## src/common/timer_pkg.sv

```systemverilog
// Shared constants for the dual 8-bit timer/event counter
package timer_pkg;
	localparam int CHANNELS = 2;
	localparam int DATA_W = 8;
	localparam int SEL_W = 3;
	localparam int PRESCALE_W = 13;

	// Register indices; byte address is four times the index
	localparam logic [31:0] IDX_COUNTER_CH0 = 32'h0000FF16;
	localparam logic [31:0] IDX_COMPARE_CH0 = 32'h0000FF17;
	localparam logic [31:0] IDX_COUNTER_CH1 = 32'h0000FF1F;
	localparam logic [31:0] IDX_COMPARE_CH1 = 32'h0000FF41;
	localparam logic [31:0] IDX_SELECT_CH0 = 32'h0000FF6A;
	localparam logic [31:0] IDX_SELECT_CH1 = 32'h0000FF8C;
	localparam logic [31:0] IDX_MODE_CH0 = 32'h0000FF6B;
	localparam logic [31:0] IDX_MODE_CH1 = 32'h0000FF43;

	localparam logic [31:0] ADDR_COUNTER[CHANNELS] = '{IDX_COUNTER_CH0 * 4, IDX_COUNTER_CH1 * 4};
	localparam logic [31:0] ADDR_COMPARE[CHANNELS] = '{IDX_COMPARE_CH0 * 4, IDX_COMPARE_CH1 * 4};
	localparam logic [31:0] ADDR_SELECT[CHANNELS] = '{IDX_SELECT_CH0 * 4, IDX_SELECT_CH1 * 4};
	localparam logic [31:0] ADDR_MODE[CHANNELS] = '{IDX_MODE_CH0 * 4, IDX_MODE_CH1 * 4};

	// Reset values
	localparam logic [7:0] COUNTER_RESET = 8'h00;
	localparam logic [7:0] COMPARE_RESET = 8'h00;
	localparam logic [2:0] SELECT_RESET = 3'h0;

	// Mode control field positions
	localparam int MODE_ENABLE = 7;
	localparam int MODE_PWM = 6;
	localparam int MODE_FF_SET = 3;
	localparam int MODE_FF_CLEAR = 2;
	localparam int MODE_INVERT = 1;
	localparam int MODE_OE = 0;

	// Count source codes
	localparam logic [2:0] SEL_EVENT_FALL = 3'h0;
	localparam logic [2:0] SEL_EVENT_RISE = 3'h1;
	localparam logic [2:0] SEL_DIV1 = 3'h2;
	localparam logic [2:0] SEL_DIV2 = 3'h3;
	localparam logic [2:0] SEL_DIVA = 3'h4;
	localparam logic [2:0] SEL_DIV64 = 3'h5;
	localparam logic [2:0] SEL_DIV256 = 3'h6;
	localparam logic [2:0] SEL_DIVB = 3'h7;

	// Divider exponents (power of two) per code
	localparam int SHIFT_DIV2 = 1;
	localparam int SHIFT_DIV64 = 6;
	localparam int SHIFT_DIV256 = 8;
	localparam int SHIFT_DIVA[CHANNELS] = '{2, 4};
	localparam int SHIFT_DIVB[CHANNELS] = '{13, 12};

	localparam logic [1:0] HTRANS_NONSEQ = 2'h2;
	localparam logic [31:0] READ_UNMAPPED = 32'h00000000;
endpackage

```

## src/rtl/timer_channel.sv

```systemverilog
// One 8-bit counter channel with compare, square wave and PWM output
`timescale 1ns/1ps
module timer_channel
	import timer_pkg::*;
(
	// Clock and reset
	input wire logic hclk,
	input wire logic hresetn,
	// Control
	input wire logic count_tick,
	input wire logic count_enable,
	input wire logic pwm_mode,
	input wire logic invert_sel,
	input wire logic output_enable,
	input wire logic [7:0] compare_value,
	input wire logic ff_set_pulse,
	input wire logic ff_clear_pulse,
	// Status and output
	output logic [7:0] counter_value,
	output logic match_interrupt,
	output logic timer_output
);
	logic equal;
	logic output_ff;
	logic pwm_ff;

	assign equal = counter_value == compare_value;

	// Counter
	always_ff @(posedge hclk or negedge hresetn) begin
		if (!hresetn) begin
			counter_value <= COUNTER_RESET;
		end else if (!count_enable) begin
			counter_value <= COUNTER_RESET;
		end else if (count_tick) begin
			if (!pwm_mode && equal) begin
				counter_value <= COUNTER_RESET;
			end else begin
				counter_value <= 8'(counter_value + 8'h01);
			end
		end
	end

	// Match request outside PWM
	always_ff @(posedge hclk or negedge hresetn) begin
		if (!hresetn) begin
			match_interrupt <= 1'b0;
		end else begin
			match_interrupt <= count_enable && count_tick && !pwm_mode && equal;
		end
	end

	// Timer output flip-flop
	always_ff @(posedge hclk or negedge hresetn) begin
		if (!hresetn) begin
			output_ff <= 1'b0;
		end else if (!pwm_mode && ff_clear_pulse) begin
			output_ff <= 1'b0;
		end else if (!pwm_mode && ff_set_pulse) begin
			output_ff <= 1'b1;
		end else if (count_enable && count_tick && !pwm_mode && equal && invert_sel) begin
			output_ff <= !output_ff;
		end
	end

	// PWM flip-flop
	always_ff @(posedge hclk or negedge hresetn) begin
		if (!hresetn) begin
			pwm_ff <= 1'b0;
		end else if (!count_enable || !pwm_mode) begin
			pwm_ff <= 1'b0;
		end else if (count_tick) begin
			if (counter_value == 8'hFF) begin
				pwm_ff <= 1'b1;
			end else if (equal) begin
				pwm_ff <= 1'b0;
			end
		end
	end

	// Pin level
	always_ff @(posedge hclk or negedge hresetn) begin
		if (!hresetn) begin
			timer_output <= 1'b0;
		end else if (!output_enable) begin
			timer_output <= 1'b0;
		end else if (pwm_mode) begin
			timer_output <= pwm_ff ^ invert_sel;
		end else begin
			timer_output <= output_ff;
		end
	end
endmodule

```

## src/rtl/timer_top.sv

```systemverilog
// Dual 8-bit timer/event counter with AHB-Lite register slave
// Behaviour
// - Read-only 8-bit up-counter advances on each selected count clock edge.
// - Counter resets to 00H.
// - Clearing the count enable bit forces the counter to zero.
// - Clear-and-start mode: counter returns to zero on compare match, continues.
// - Outside PWM, compare on each count; equal raises match interrupt.
// - PWM: output active on overflow, inactive on compare match.
// - Compare register is 8-bit read/write, any value, resets to 00H.
// - Compare register read and written as one 8-bit access.
// - Source select picks event edge or divided clock, resets to 00H.
// - Channel 0 codes: fall, rise, 1, 2, 4, 64, 256, 8192 division.
// - Channel 1 as channel 0 but code 4 is /16, code 7 /4096.
// - Each channel: interval, event count, square wave, PWM; one input, one output.
// - Enable 0 clears and holds the counter; enable 1 starts counting.
// - Mode bit 0 selects clear-and-start, 1 selects free-running PWM.
// - Output flip-flop pair: 00 hold, 01 clear, 10 set; reads zero; not PWM.
// - Output enable 0 holds pin low; invert bit toggles or selects active low.
//
// Register access over AHB-Lite was decided locally.
`timescale 1ns/1ps
module timer_top
	import timer_pkg::*;
(
	// Clock and reset
	input wire logic hclk,
	input wire logic hresetn,
	// AHB-Lite slave
	input wire logic hsel,
	input wire logic [31:0] haddr,
	input wire logic [1:0] htrans,
	input wire logic hwrite,
	input wire logic [2:0] hsize,
	input wire logic hready,
	input wire logic [31:0] hwdata,
	output logic [31:0] hrdata,
	output logic hreadyout,
	output logic hresp,
	// Timer pins
	input wire logic [CHANNELS-1:0] event_input,
	output logic [CHANNELS-1:0] timer_output,
	output logic [CHANNELS-1:0] match_interrupt
);
	// Bus phase state
	logic [31:0] phase_addr;
	logic phase_write;
	logic phase_read;
	logic take;
	logic [31:0] next_rdata;

	// Per-channel control state
	logic [7:0] compare_value [CHANNELS];
	logic [SEL_W-1:0] count_source_select [CHANNELS];
	logic count_enable_bit [CHANNELS];
	logic pwm_mode_select [CHANNELS];
	logic invert_or_level_select [CHANNELS];
	logic output_enable_bit [CHANNELS];
	logic output_ff_set [CHANNELS];
	logic output_ff_clear [CHANNELS];
	logic [7:0] counter_value [CHANNELS];
	logic count_tick [CHANNELS];

	// Event input synchronisers and edge history
	logic [CHANNELS-1:0] event_meta;
	logic [CHANNELS-1:0] event_sync;
	logic [CHANNELS-1:0] event_prev;

	// Free-running prescaler of the main clock
	logic [PRESCALE_W-1:0] prescale;

	function automatic logic div_tick(input logic [PRESCALE_W-1:0] p, input int k);
		logic [PRESCALE_W-1:0] m;
		m = PRESCALE_W'((32'd1 << k) - 32'd1);
		return (p & m) == m;
	endfunction

	assign take = hsel && hready && (htrans == HTRANS_NONSEQ || htrans == 2'h3);

	// Address phase capture
	always_ff @(posedge hclk or negedge hresetn) begin
		if (!hresetn) begin
			phase_addr <= 32'h00000000;
			phase_write <= 1'b0;
			phase_read <= 1'b0;
		end else if (hready) begin
			phase_addr <= haddr;
			phase_write <= take && hwrite;
			phase_read <= take && !hwrite;
		end else begin
			phase_read <= 1'b0;
		end
	end

	// Reads take one wait state so a preceding write is already stored
	always_ff @(posedge hclk or negedge hresetn) begin
		if (!hresetn) begin
			hreadyout <= 1'b1;
		end else begin
			hreadyout <= !(take && !hwrite);
		end
	end

	// Response is always OKAY
	always_ff @(posedge hclk or negedge hresetn) begin
		if (!hresetn) begin
			hresp <= 1'b0;
		end else begin
			hresp <= 1'b0;
		end
	end

	// Read data mux
	always_comb begin
		next_rdata = READ_UNMAPPED;
		for (int c = 0; c < CHANNELS; c++) begin
			if (phase_addr == ADDR_COUNTER[c]) begin
				next_rdata = {24'h000000, counter_value[c]};
			end
			if (phase_addr == ADDR_COMPARE[c]) begin
				next_rdata = {24'h000000, compare_value[c]};
			end
			if (phase_addr == ADDR_SELECT[c]) begin
				next_rdata = {29'h00000000, count_source_select[c]};
			end
			if (phase_addr == ADDR_MODE[c]) begin
				next_rdata = 32'h00000000;
				next_rdata[MODE_ENABLE] = count_enable_bit[c];
				next_rdata[MODE_PWM] = pwm_mode_select[c];
				next_rdata[MODE_INVERT] = invert_or_level_select[c];
				next_rdata[MODE_OE] = output_enable_bit[c];
			end
		end
	end

	always_ff @(posedge hclk or negedge hresetn) begin
		if (!hresetn) begin
			hrdata <= 32'h00000000;
		end else if (phase_read) begin
			hrdata <= next_rdata;
		end
	end

	// Prescaler
	always_ff @(posedge hclk or negedge hresetn) begin
		if (!hresetn) begin
			prescale <= '0;
		end else begin
			prescale <= PRESCALE_W'(prescale + 1'b1);
		end
	end

	// Event synchronisers
	always_ff @(posedge hclk or negedge hresetn) begin
		if (!hresetn) begin
			event_meta <= '0;
			event_sync <= '0;
			event_prev <= '0;
		end else begin
			event_meta <= event_input;
			event_sync <= event_meta;
			event_prev <= event_sync;
		end
	end

	for (genvar g = 0; g < CHANNELS; g++) begin : g_chan
		logic wr_compare;
		logic wr_select;
		logic wr_mode;

		assign wr_compare = phase_write && phase_addr == ADDR_COMPARE[g];
		assign wr_select = phase_write && phase_addr == ADDR_SELECT[g];
		assign wr_mode = phase_write && phase_addr == ADDR_MODE[g];

		// Compare register
		always_ff @(posedge hclk or negedge hresetn) begin
			if (!hresetn) begin
				compare_value[g] <= COMPARE_RESET;
			end else if (wr_compare) begin
				compare_value[g] <= hwdata[7:0];
			end
		end

		// Count source select; upper bits are not stored
		always_ff @(posedge hclk or negedge hresetn) begin
			if (!hresetn) begin
				count_source_select[g] <= SELECT_RESET;
			end else if (wr_select) begin
				count_source_select[g] <= hwdata[SEL_W-1:0];
			end
		end

		// Mode control
		always_ff @(posedge hclk or negedge hresetn) begin
			if (!hresetn) begin
				count_enable_bit[g] <= 1'b0;
				pwm_mode_select[g] <= 1'b0;
				invert_or_level_select[g] <= 1'b0;
				output_enable_bit[g] <= 1'b0;
			end else if (wr_mode) begin
				count_enable_bit[g] <= hwdata[MODE_ENABLE];
				pwm_mode_select[g] <= hwdata[MODE_PWM];
				invert_or_level_select[g] <= hwdata[MODE_INVERT];
				output_enable_bit[g] <= hwdata[MODE_OE];
			end
		end

		// Write-only set/clear pair as one-cycle pulses; 11 does nothing
		always_ff @(posedge hclk or negedge hresetn) begin
			if (!hresetn) begin
				output_ff_set[g] <= 1'b0;
				output_ff_clear[g] <= 1'b0;
			end else begin
				output_ff_set[g] <= wr_mode && hwdata[MODE_FF_SET] && !hwdata[MODE_FF_CLEAR];
				output_ff_clear[g] <= wr_mode && !hwdata[MODE_FF_SET] && hwdata[MODE_FF_CLEAR];
			end
		end

		// Count tick source
		always_comb begin
			unique case (count_source_select[g])
				SEL_EVENT_FALL: count_tick[g] = event_prev[g] && !event_sync[g];
				SEL_EVENT_RISE: count_tick[g] = !event_prev[g] && event_sync[g];
				SEL_DIV1: count_tick[g] = 1'b1;
				SEL_DIV2: count_tick[g] = div_tick(prescale, SHIFT_DIV2);
				SEL_DIVA: count_tick[g] = div_tick(prescale, SHIFT_DIVA[g]);
				SEL_DIV64: count_tick[g] = div_tick(prescale, SHIFT_DIV64);
				SEL_DIV256: count_tick[g] = div_tick(prescale, SHIFT_DIV256);
				SEL_DIVB: count_tick[g] = div_tick(prescale, SHIFT_DIVB[g]);
			endcase
		end

		// Channel core
		timer_channel u_channel (
			.hclk(hclk),
			.hresetn(hresetn),
			.count_tick(count_tick[g]),
			.count_enable(count_enable_bit[g]),
			.pwm_mode(pwm_mode_select[g]),
			.invert_sel(invert_or_level_select[g]),
			.output_enable(output_enable_bit[g]),
			.compare_value(compare_value[g]),
			.ff_set_pulse(output_ff_set[g]),
			.ff_clear_pulse(output_ff_clear[g]),
			.counter_value(counter_value[g]),
			.match_interrupt(match_interrupt[g]),
			.timer_output(timer_output[g])
		);
	end
endmodule
```

## config.mk

```make
export PLATFORM = sky130hd
export DESIGN_NAME = timer_top
export DESIGN_NICKNAME = d
export VERILOG_FILES = /design/src/common/timer_pkg.sv /design/src/rtl/timer_channel.sv /design/src/rtl/timer_top.sv
export SDC_FILE = /design/constraint.sdc
export NUM_CORES = 1
export LEC_CHECK = 0
export BUFFER_PORTS_ARGS = -buffer_cell sky130_fd_sc_hd__buf_2
export CAP_MARGIN = 20
export CORE_MARGIN = 8
export CORE_UTILIZATION = 51
export DETAILED_ROUTE_END_ITERATION = 8
export PLACE_DENSITY_LB_ADDON = 0.08
export SLEW_MARGIN = 25
export SYNTH_ARGS = -nofsm -noshare
export SYNTH_HDL_FRONTEND = slang
export SYNTH_SLANG_ARGS = --single-unit
```

## constraint.sdc

```tcl
create_clock -name hclk -period 2 [get_ports hclk]
set_clock_uncertainty 0.05 [all_clocks]
set_input_delay 0 -clock hclk [delete_from_list [all_inputs] [get_ports hclk]]
set_output_delay 0 -clock hclk [all_outputs]
set_load 0.02 [all_outputs]
```

Word-level counts from Yosys, hierarchy flattened. Cells that the tools add are included.

Flip-flop bits (word level): 144. Output and inout port bits: 38. Logic and storage cells: 174.

$add $sub $neg: 3. Eq/ne operators: 36. Mux-type cells: 35. Bitwise logic cells: 2. Reduce and logical (&&, ||, !) cells: 63.

Operators with widths (number): equality test 32 x 18 -> 1 bit (second input constant) (8); two-way mux 8 bit (14); logical AND 1 bit (36); equality test 3 bit (second input constant) (8); equality test 8 bit (second input constant) (3); two-way mux 1 bit (19); adder 8 x 1 -> 8 bit (second input constant) (2); equality test 8 bit (2); one-hot mux 1 bit (8 select lines) (2); zero test 1 bit (14); adder 13 x 1 -> 13 bit (second input constant) (1); equality test 13 bit (second input constant) (1); equality test 12 bit (second input constant) (1); equality test 3 x 2 -> 1 bit (second input constant) (4); nonzero test 3 bit (4); equality test 2 bit (second input constant) (3); equality test 3 x 1 -> 1 bit (second input constant) (2); equality test 6 bit (second input constant) (1); zero test 3 bit (2); equality test 4 bit (second input constant) (1); != test 2 x 1 -> 1 bit (second input constant) (2); AND reduction 2 bit (2); nonzero test 2 bit (2); logical OR 1 bit (3); XOR 1 bit (2).

Logic depth before layout (Yosys ltp). Gate-level depths: netlist (run 1).

Word-level depth: 10. Depth in mapped cells: 7. Depth with buffers taken out: 6.

Cells and area by module. Synthesis (run 1) repeated with hierarchy kept, for this count alone.

Cells, all modules: 509. Area, all modules: 5913.2 µm².

Modules (own cells, without submodules): timer_top (times used 1, cells each 355, area an instance 4474.3 µm², seq. area each 2403.6 µm²); timer_channel (times used 2, cells each 77, area an instance 719.4 µm², seq. area each 300.3 µm²).

Worst setup path before layout (run 1). Ideal clock, no wire load.

Path type: reg2reg. Start point: register prescale[0]. End point: register g_chan[1].u_channel.counter_value[2]. Arrival: 2.053 ns. Slack: -0.225 ns. Stages on the path, launching flop included: 7. Clock period less this slack: 2.225 ns. Path through: dfrtp_1 ha_1 nand3_1 o21ai_0 a211oi_1 nor2_1 a32o_1.

Word-level cells in the longest chain between the ends: 3. Elaborated cells on any way between the ends: 6. Those cells by class: eq/ne (5); mux (1).

RTL lines: start, declared (line timer_top.sv:69) `logic [PRESCALE_W-1:0] prescale;`; start signal, assigned (line timer_top.sv:148) `prescale <= PRESCALE_W'(prescale + 1'b1);`; equality test 12 bit (tied with other cells) (line timer_top.sv:74) `return (p & m) == m;`; one-hot mux 1 bit (8 select lines) * (line timer_top.sv:220) `unique case (count_source_select[g])`; != test 2 x 1 -> 1 bit (no line) *; end signal, assigned (line timer_channel.sv:39) `counter_value <= 8'(counter_value + 8'h01);`; end, declared (line timer_channel.sv:19) `output logic [7:0] counter_value,`.

Every way passes the cells marked *; elsewhere a longest branch is shown, timed or not. A chain may end at the register's enable or synchronous reset.

Final worst setup path (run 1).
Start point: register phase_addr[30]. End point: register count_source_select[0] (netlist name).

Word-level cells in the longest chain between the ends: 2.

RTL lines: start, declared (line timer_top.sv:45) `logic [31:0] phase_addr;`; start signal, assigned (line timer_top.sv:86) `phase_addr <= haddr;`; equality test 32 x 18 -> 1 bit (line timer_top.sv:171) `assign wr_select = phase_write && phase_addr == ADDR_SELECT[g];`; logical AND 1 bit (line timer_top.sv:171); end signal, assigned by index (line timer_top.sv:188) `count_source_select[g] <= hwdata[SEL_W-1:0];`; end, declared (line timer_top.sv:53) `logic [SEL_W-1:0] count_source_select [CHANNELS];`.

Every way passes these cells.

==> out/metrics.yaml, run 1 <==
grt_pass1_wl_um: 27200
viasPerCell: 5.70
async_flop_share: 1.00
ios: 114
cts_buffer_depth: 2
arrival_ps: 2380
clockRootBuffer: "clkbuf_16"
tightest_slew_ps: 757
violations: "negative setup slack"
synth-compound-area-share: 0.114
use_met3: 0.0616
cp_slowest_stage_delay_ps: 470
synth_flop_cell: "dfrtp_1"
routabilityCongestion: 0.917
timing.final.ws_setup_ps: -132
path_cells: "nor4b_4 -> nand4_4 -> or2_4 -> or4_4 -> mux2_4"
setup_viol: 33
start_util: 0.517
dp.cells: 786
syn_avg_cell_area_um2: 11.4
synth_xor_area_frac: 0.0413
final_core_util: 0.702
area.growth.synth_to_final_pct: 35.9
ant_nets: 0
setup.worst_path.start: "phase_addr[30]$_DFFE_PN0P_"
synth_common_cells: "dfrtp_1 (119), mux2_2 (59), buf_4 (29)"
critPathLaunchType: "register"
antenna_found_initial: 0
hold_viol: 0
synth_edf_count: 0
crit_type: "reg2reg"
rr_startpoint: "phase_addr[30]$_DFFE_PN0P_"
synth_warnings: 0
port_buffers: 60
grt_overflow: 0
relSlewSlack: 0.495
cts-buffers-inserted: 17
path_delay_family: "simple AND/OR/NAND/NOR gates"
grt_pass1_vias: 5163
synth_seq_area_share: 0.488
core_area_um2: 11900
met1_usage: 0.270
reg2reg_to: "count_source_select[0]$_DFFE_PN0P_"
die_h_um: 126
status: "finished with violations"
rsz0062_at_grt: "true"
required_ps: 2250
max_freq_mhz: 469
cts_tree: "yes"
timing.reg2reg.setup_slack_ps: -130
cp.buffers_inverters: 0
rows: 40
synthDistinctLibCells: 74
hold_path.class: "in2async"
stdcell_count: 878
wl_per_cell_um: 19.1
final_nets: 797
clk_latency_ps: 410
grt_util_all_layers: 0.217
critPathCaptureType: "register"
clk_pin_slew_ps: 60
synth.ff_latch_count: 120
period_share: 1.07
crit_cells: 5
grt_max_degree: 64
dp_slack_ps: -127
routed_wl_um: 16800
synth_top_family_by_area: "simple AND/OR/NAND/NOR gates"
hold-worst-slack_ps: 77.8
r2r_cells: 5
synth_largest_area_cell: "dfrtp_1"
chipWidth_um: 126
peakVddDrop_uv: 591
vias: 5008
yosys-top-cells-area: "dfrtp_1 (48%), mux2_2 (11%), buf_4 (3.5%)"
dieArea_um2: 15800
netlist_area_um2: 6150
synth-simple-area-share: 0.172
h-tree-depth: 4
period_needed_ps: 2130
yosysMostFrequentCell: "dfrtp_1"
route.detailed.drc: 0
powerDensity_nw_per_um2: 779
syn-instance-count: 539
leakagePower_nw: 3.93
first_pass_iters: 5
final.setup.tns_ps: -1520
drtIter0Drc: 381
cts_sinks: 120
top_usage_layer: "met2"
dpl.hpwl_um: 11500
maxCapViolCount: 0
drv_slew: 0
muxShareOfSynthArea: 0.122
endpoint: "count_source_select[0]$_DFFE_PN0P_"
crit_slowest_cell: "or4_4"
antenna_cells: 0
crit_path_max_fanout: 3
met2_usage: 0.356
synthAdderAreaFrac: 0.00610
final_layout_size_suffix_gt1_frac: 0.358
synth_top_area_share: 0.484
==> how the worst min path moves through the flow <==
stage / startpoint / end / slack (ps)
2_1_floorplan: hresetn / compare_value[0]$_DFFE_PN0P_ / -350
3_3_place_gp: hresetn / g_chan[1].u_channel.output_ff$_DFFE_PN0P_ / -30
3_5_place_dp: hresetn / count_source_select[1]$_DFFE_PN0P_ / -20
4_1_cts: hresetn / g_chan[1].u_channel.pwm_ff$_DFFE_PN0P_ / 100
5_1_grt: hresetn / event_meta[1]$_DFF_PN0_ / 150
6_report: hresetn / event_meta[1]$_DFF_PN0_ / 80
==> worst register-to-register path, delay by kind of cell, from the launching register on <==
family	cells	cell delay [ps]
multiplexers	1	320
flip-flops	1	400
AND/OR/NAND/NOR	4	1240
==> final cells by class <==
cell class                      instances  area [µm²]
Clock buffer                           20         447
Clock inverter                         12         175
Fill cell                             868        3540
Inverter                               17        63.8
Multi-Input combinational cell        380        3100
Sequential cell                       120        3000
Tap cell                              147         184
Timing Repair Buffer                  182        1390
==> per-stage QoR <==
stage	power, mW	instance area [µm²]
after global placement	3.21	6980
after CTS	6.52	8160
final	6.52	8370
after global routing	6.74	8370
after detailed placement	3.23	6980
after floorplan	3.01	6300
==> cell families (layout without fill, tap and decap cells) <==
group                    after synthesis  after routing
AO/OA/AOI/OAI                         96             96
XOR/XNOR                              29             29
flip-flops                           120            120
AND/OR/NAND/NOR                      161            161
buffers and inverters                 63            231
multiplexers                          66             66
adder cells (fa/ha/maj)                3              3
other                                  1             25
==> cells in the final DEF (no fill, tap or decap), drive strengths merged, types with 7 or more instances in the layout <==
cell         instances
o21ai               22
nand4               16
nand3               14
buf                135
xor2                14
inv                 16
conb                25
xnor2               15
and3                17
nand2               18
dfrtp              119
nand3b               9
nor3b                8
nor4                11
nor2                16
a31oi                9
clkbuf              20
nor3                12
nor2b                7
dlygate4sd3         47
mux2                62
==> registers in the layout, indices dropped and copies added (netlist names), 6 cells and up <==
register / count
hrdata: 8
g_chan.u_channel.counter_value: 16
count_source_select: 6
phase_addr: 32
compare_value: 16
prescale: 13
==> report_power, final <==
group	internal, mW	total [mW]	switching (mW)
Clock	2.11	3.22	1.10
Sequential	2.54	2.64	0.0990
Combinational	0.323	0.667	0.344
==> metal layers <==
layer / share of wire / vias up
met5: 0 / -
met4: 0.015 / 0
met3: 0.058 / 23
met2: 0.49 / 170
met1: 0.43 / 2493
li1: - / 2322
==> repair_timing <==
item | in CTS | in global routing
resized for setup | 16 | 28
hold endpoints to repair | 111 | 0
setup endpoints to repair | 36 | 54
pin swaps | 4 | 14
setup buffers | 3 | 11
hold buffers | 47 | 0
(Power assumes the default switching activity.)
==> run 2: changes to the inputs <==
Settings changed: REMOVE_ABC_BUFFERS set to 1, SLEW_MARGIN 25 to 20.
==> out/metrics.yaml, run 2 (synthesis gave the netlist of run 1 again) <==
port_buffers: 60
tightest_slew_ps: 749
cts_buffer_depth: 2
final_cell_area_um2: 8400
wl_per_cell_um: 18.4
routabilityCongestion: 0.904
route.detailed.drc: 0
vias: 5004
leakagePower_nw: 3.95
grt_overflow: 0
required_ps: 2240
crit_path_max_fanout: 3
clockRootBuffer: "clkbuf_16"
placed_area_um2: 7070
final_layout_size_suffix_gt1_frac: 0.372
hold-worst-slack_ps: 114
grt_pass1_vias: 5248
critPathLaunchType: "register"
first_pass_iters: 5
drtIter0Drc: 435
layout_common_cells: "dfrtp_1 (118), buf_4 (76), buf_2 (60)"
ant_nets: 0
area.growth.synth_to_final_pct: 36.5
maxCapViolCount: 0
crit_type: "reg2reg"
routed_wl_um: 16300
start_util: 0.517
timing.final.ws_setup_ps: -86.9
critPathCaptureType: "register"
status: "finished with violations"
cts_tree: "yes"
dieArea_um2: 15800
cts-buffers-inserted: 17
rsz0062_at_grt: "true"
grt_pass1_wl_um: 26700
final.fill_count: 847
die_h_um: 126
hold_path.class: "in2async"
core_area_um2: 11900
reg_top3: "phase_addr x32, compare_value x16, g_chan.u_channel.counter_value x16"
drv_slew: 0
max_freq_mhz: 479
layout_commonest_cell: "dfrtp_1"
antenna_found_initial: 0
setup_viol: 16
violations: "negative setup slack"
stdcell_count: 889
arrival_ps: 2330
grt_util_all_layers: 0.212
clk_pin_slew_ps: 50
final_nets: 808
peakVddDrop_uv: 606
grt_max_degree: 61
dp.cells: 803
relSlewSlack: 0.501
chipWidth_um: 126
viasPerCell: 5.63
antenna_cells: 0
regMostFlops: "phase_addr"
ios: 114
final_core_util: 0.705
dpl.hpwl_um: 11400
largest_register_ffs: 32
hold_viol: 0
period_share: 1.04
powerDensity_nw_per_um2: 737
h-tree-depth: 4
rows: 40
period_needed_ps: 2090
cts_sinks: 120
clk_latency_ps: 420
## run 2: cell count changes in the layout (fill, tap and decap cells not counted), moves of 3 or more
cell / before / now
o311ai_1: 0 / 4
o311ai_0: 4 / 0
buf_4: 66 / 76
nor3b_2: 5 / 1
clkbuf_1: 2 / 5
mux2_4: 17 / 14
nor3b_1: 3 / 7
mux2_2: 45 / 48
## run 2: critical path: stages, from the launching register on
cell	delay, ps
dfrtp_1	400
nor4b_4	320
nand4_4	120
or2_4	300
or4_4	460
mux2_4	320
## run 2: area by class of cell
cell class,count,area (µm²),share of cell area
multi-input combinational,380,3120,0.371
clock inverter,9,100,0.0119
timing repair buffer,193,1470,0.175
sequential,120,3010,0.358
tap,147,184,0.0219
inverter,17,63.8,0.00760
clock buffer,23,458,0.0545
## run 2: per-layer routing
layer | vias to the layer above | track usage | routed length [µm]
met5 | - | 0 | 0
li1 | 2357 | - | -
met2 | 141 | 0.357 | 8120
met3 | 24 | 0.0608 | 770
met4 | 0 | 0.0807 | 283
met1 | 2482 | 0.254 | 7140
## run 2: repair_timing
action / 4_1_cts / 5_1_grt
hold buffers: 48 / 0
pin swaps: 10 / 17
hold endpoints to repair: 191 / 0
setup endpoints to repair: 40 / 52
resized for setup: 24 / 38
gates cloned: 0 / 1
setup buffers: 2 / 4
## run 2: path summary, 6_finish.rpt
kind | startpoint | endpoint | slack (ps) | depth (start not counted)
max | phase_addr[28]$_DFFE_PN0P_ | count_source_select[2]$_DFFE_PN0P_ | -90 | 5
min | hresetn | prescale[5]$_DFF_PN0_ | 110 | 3
max reg2reg | phase_addr[28]$_DFFE_PN0P_ | count_source_select[2]$_DFFE_PN0P_ | -90 | 5
min reg2reg | event_meta[0]$_DFF_PN0_ | event_sync[0]$_DFF_PN0_ | 310 | 0
max in group asynchronous | hresetn | prescale[9]$_DFF_PN0_ | 1130 | 3
min in group hclk | hready | phase_addr[6]$_DFFE_PN0P_ | 140 | 3
## run 2: report_power, final
part | switching, mW | internal [mW]
Combinational | 0.347 | 0.317
Clock | 1.04 | 1.85
Sequential | 0.100 | 2.54
Total | 1.49 | 4.71
## run 2: stage by stage
stage | setup TNS, ps | power (mW) | setup WS, ps
2_1_floorplan | -6220 | 2.94 | -253
3_3_place_gp | -3440 | 3.21 | -189
3_5_place_dp | -4430 | 3.23 | -219
4_1_cts | -929 | 6.20 | -89.8
5_1_grt | -3040 | 6.43 | -133
6_report | -515 | 6.19 | -86.9
==> run 3: changes to the inputs <==
Settings changed: MAX_ROUTING_LAYER set to met4, SKIP_LAST_GASP set to 1.
==> out/metrics.yaml, run 3 (synthesis gave the netlist of run 1 again) <==
route.detailed.drc: 0
grt_pass1_wl_um: 26300
drtIter0Drc: 416
dieArea_um2: 15800
hold-worst-slack_ps: 63.3
clockRootBuffer: "clkbuf_16"
path_cells: "nor4b_4 -> nand4_4 -> or2_4 -> or4_4 -> mux2_4"
dp_slack_ps: -243
grt_overflow: 0
rows: 40
placed_area_um2: 7090
dpl.hpwl_um: 11300
final_layout_size_suffix_gt1_frac: 0.386
largest_register_ffs: 32
timing.final.ws_setup_ps: -94.5
multi_input_area_um2: 3130
status: "finished with violations"
stdcell_count: 895
cp_slowest_stage_delay_ps: 460
routed_wl_um: 16500
routabilityCongestion: 0.912
cts_buffer_depth: 2
dp.cells: 805
die_h_um: 126
cts-buffers-inserted: 17
max_freq_mhz: 477
power_mw: 6.45
ant_nets: 0
required_ps: 2250
ios: 114
reg_top3: "phase_addr x32, compare_value x16, g_chan.u_channel.counter_value x16"
rsz0062_at_grt: "true"
period_needed_ps: 2090
peakVddDrop_uv: 647
cts_sinks: 120
grt_pass1_vias: 5099
layout_common_cells: "dfrtp_1 (118), buf_4 (83), buf_2 (59)"
final.fill_count: 879
cts_tree: "yes"
powerDensity_nw_per_um2: 758
chipWidth_um: 126
drv_slew: 0
final_nets: 814
regMostFlops: "phase_addr"
crit_type: "reg2reg"
leakagePower_nw: 4.02
crit_path_max_fanout: 3
hold_path.class: "in2async"
critPathLaunchType: "register"
final_cell_area_um2: 8520
hold_viol: 0
h-tree-depth: 4
antenna_cells: 0
violations: "negative setup slack"
clk_latency_ps: 420
clk_pin_slew_ps: 50
relSlewSlack: 0.496
grt_util_all_layers: 0.216
period_share: 1.05
tightest_slew_ps: 756
port_buffers: 60
area.growth.synth_to_final_pct: 38.4
arrival_ps: 2340
setup_viol: 17
antenna_found_initial: 0
crit_slowest_cell: "or4_4"
critPathCaptureType: "register"
first_pass_iters: 5
viasPerCell: 5.61
ff_latch_area_um2: 3010
wl_per_cell_um: 18.4
core_area_um2: 11900
maxCapViolCount: 0
start_util: 0.517
grt_max_degree: 74
layout_commonest_cell: "dfrtp_1"
vias: 5025
run 3: changes by cell type in the layout (fill, tap and decap cells not counted), sizes merged:
| cell | delta |
|---|---|
| clkinv | -1 |
| bufinv | +1 |
| dlygate4sd3 | -1 |
| clkinvlp | -1 |
| clkbuf | +1 |
| buf | +7 |
run 3: worst paths after layout:
| path | slack, ps | end | cells after the start | start |
|---|---|---|---|---|
| max | -90 | count_source_select[1]$_DFFE_PN0P_ | 5 | phase_addr[30]$_DFFE_PN0P_ |
| min | 60 | prescale[5]$_DFF_PN0_ | 3 | hresetn |
| max reg2reg | -90 | count_source_select[1]$_DFFE_PN0P_ | 5 | phase_addr[30]$_DFFE_PN0P_ |
| min reg2reg | 300 | event_sync[1]$_DFF_PN0_ | 0 | event_meta[1]$_DFF_PN0_ |
| max in group asynchronous | 1460 | g_chan[1].u_channel.counter_value[7]$_DFFE_PN0P_ | 3 | hresetn |
| min in group hclk | 140 | phase_addr[2]$_DFFE_PN0P_ | 3 | hready |
run 3: layer usage:
| layer | track usage | share of wire | up-vias |
|---|---|---|---|
| met2 | 0.349 | 0.50 | 120 |
| met3 | 0.0506 | 0.040 | 14 |
| li1 | - | - | 2362 |
| met1 | 0.266 | 0.45 | 2529 |
| met5 | - | 0 | - |
| met4 | 0.0602 | 0.011 | 0 |
run 3: layout make-up:
class	count	share of cell area
clock inverter	8	0.0138
tap	147	0.0216
inverter	17	0.00749
clock buffer	24	0.0577
sequential	120	0.353
timing repair buffer	199	0.179
multi-input combinational	380	0.367
run 3: worst max-delay path: cells and delay by family, from the launching register on:
family        cells  cell delay [ps]
mux               1              310
flops             1              400
simple gates      4             1210
run 3: what timing repair did:
action                                 CTS  global route
setup endpoints to repair               44            55
hold buffers                            47             0
resized for setup                       18            51
setup buffers                            5            10
endpoints found under the hold margin  191             0
pin swaps                               10            21
run 3: report_power, final:
part           switching, mW  leakage, nW  internal, mW
combinational          0.350         2.18         0.327
sequential            0.0995         1.54          2.54
clock                   1.06        0.300          2.08
run 3: stage by stage:
step | util | setup TNS (ps)
finish | 0.715 | -576
global route | 0.715 | -2910
CTS | 0.694 | -1320
detailed placement | 0.596 | -4130
global placement | 0.596 | -3470
floorplan | - | -6220
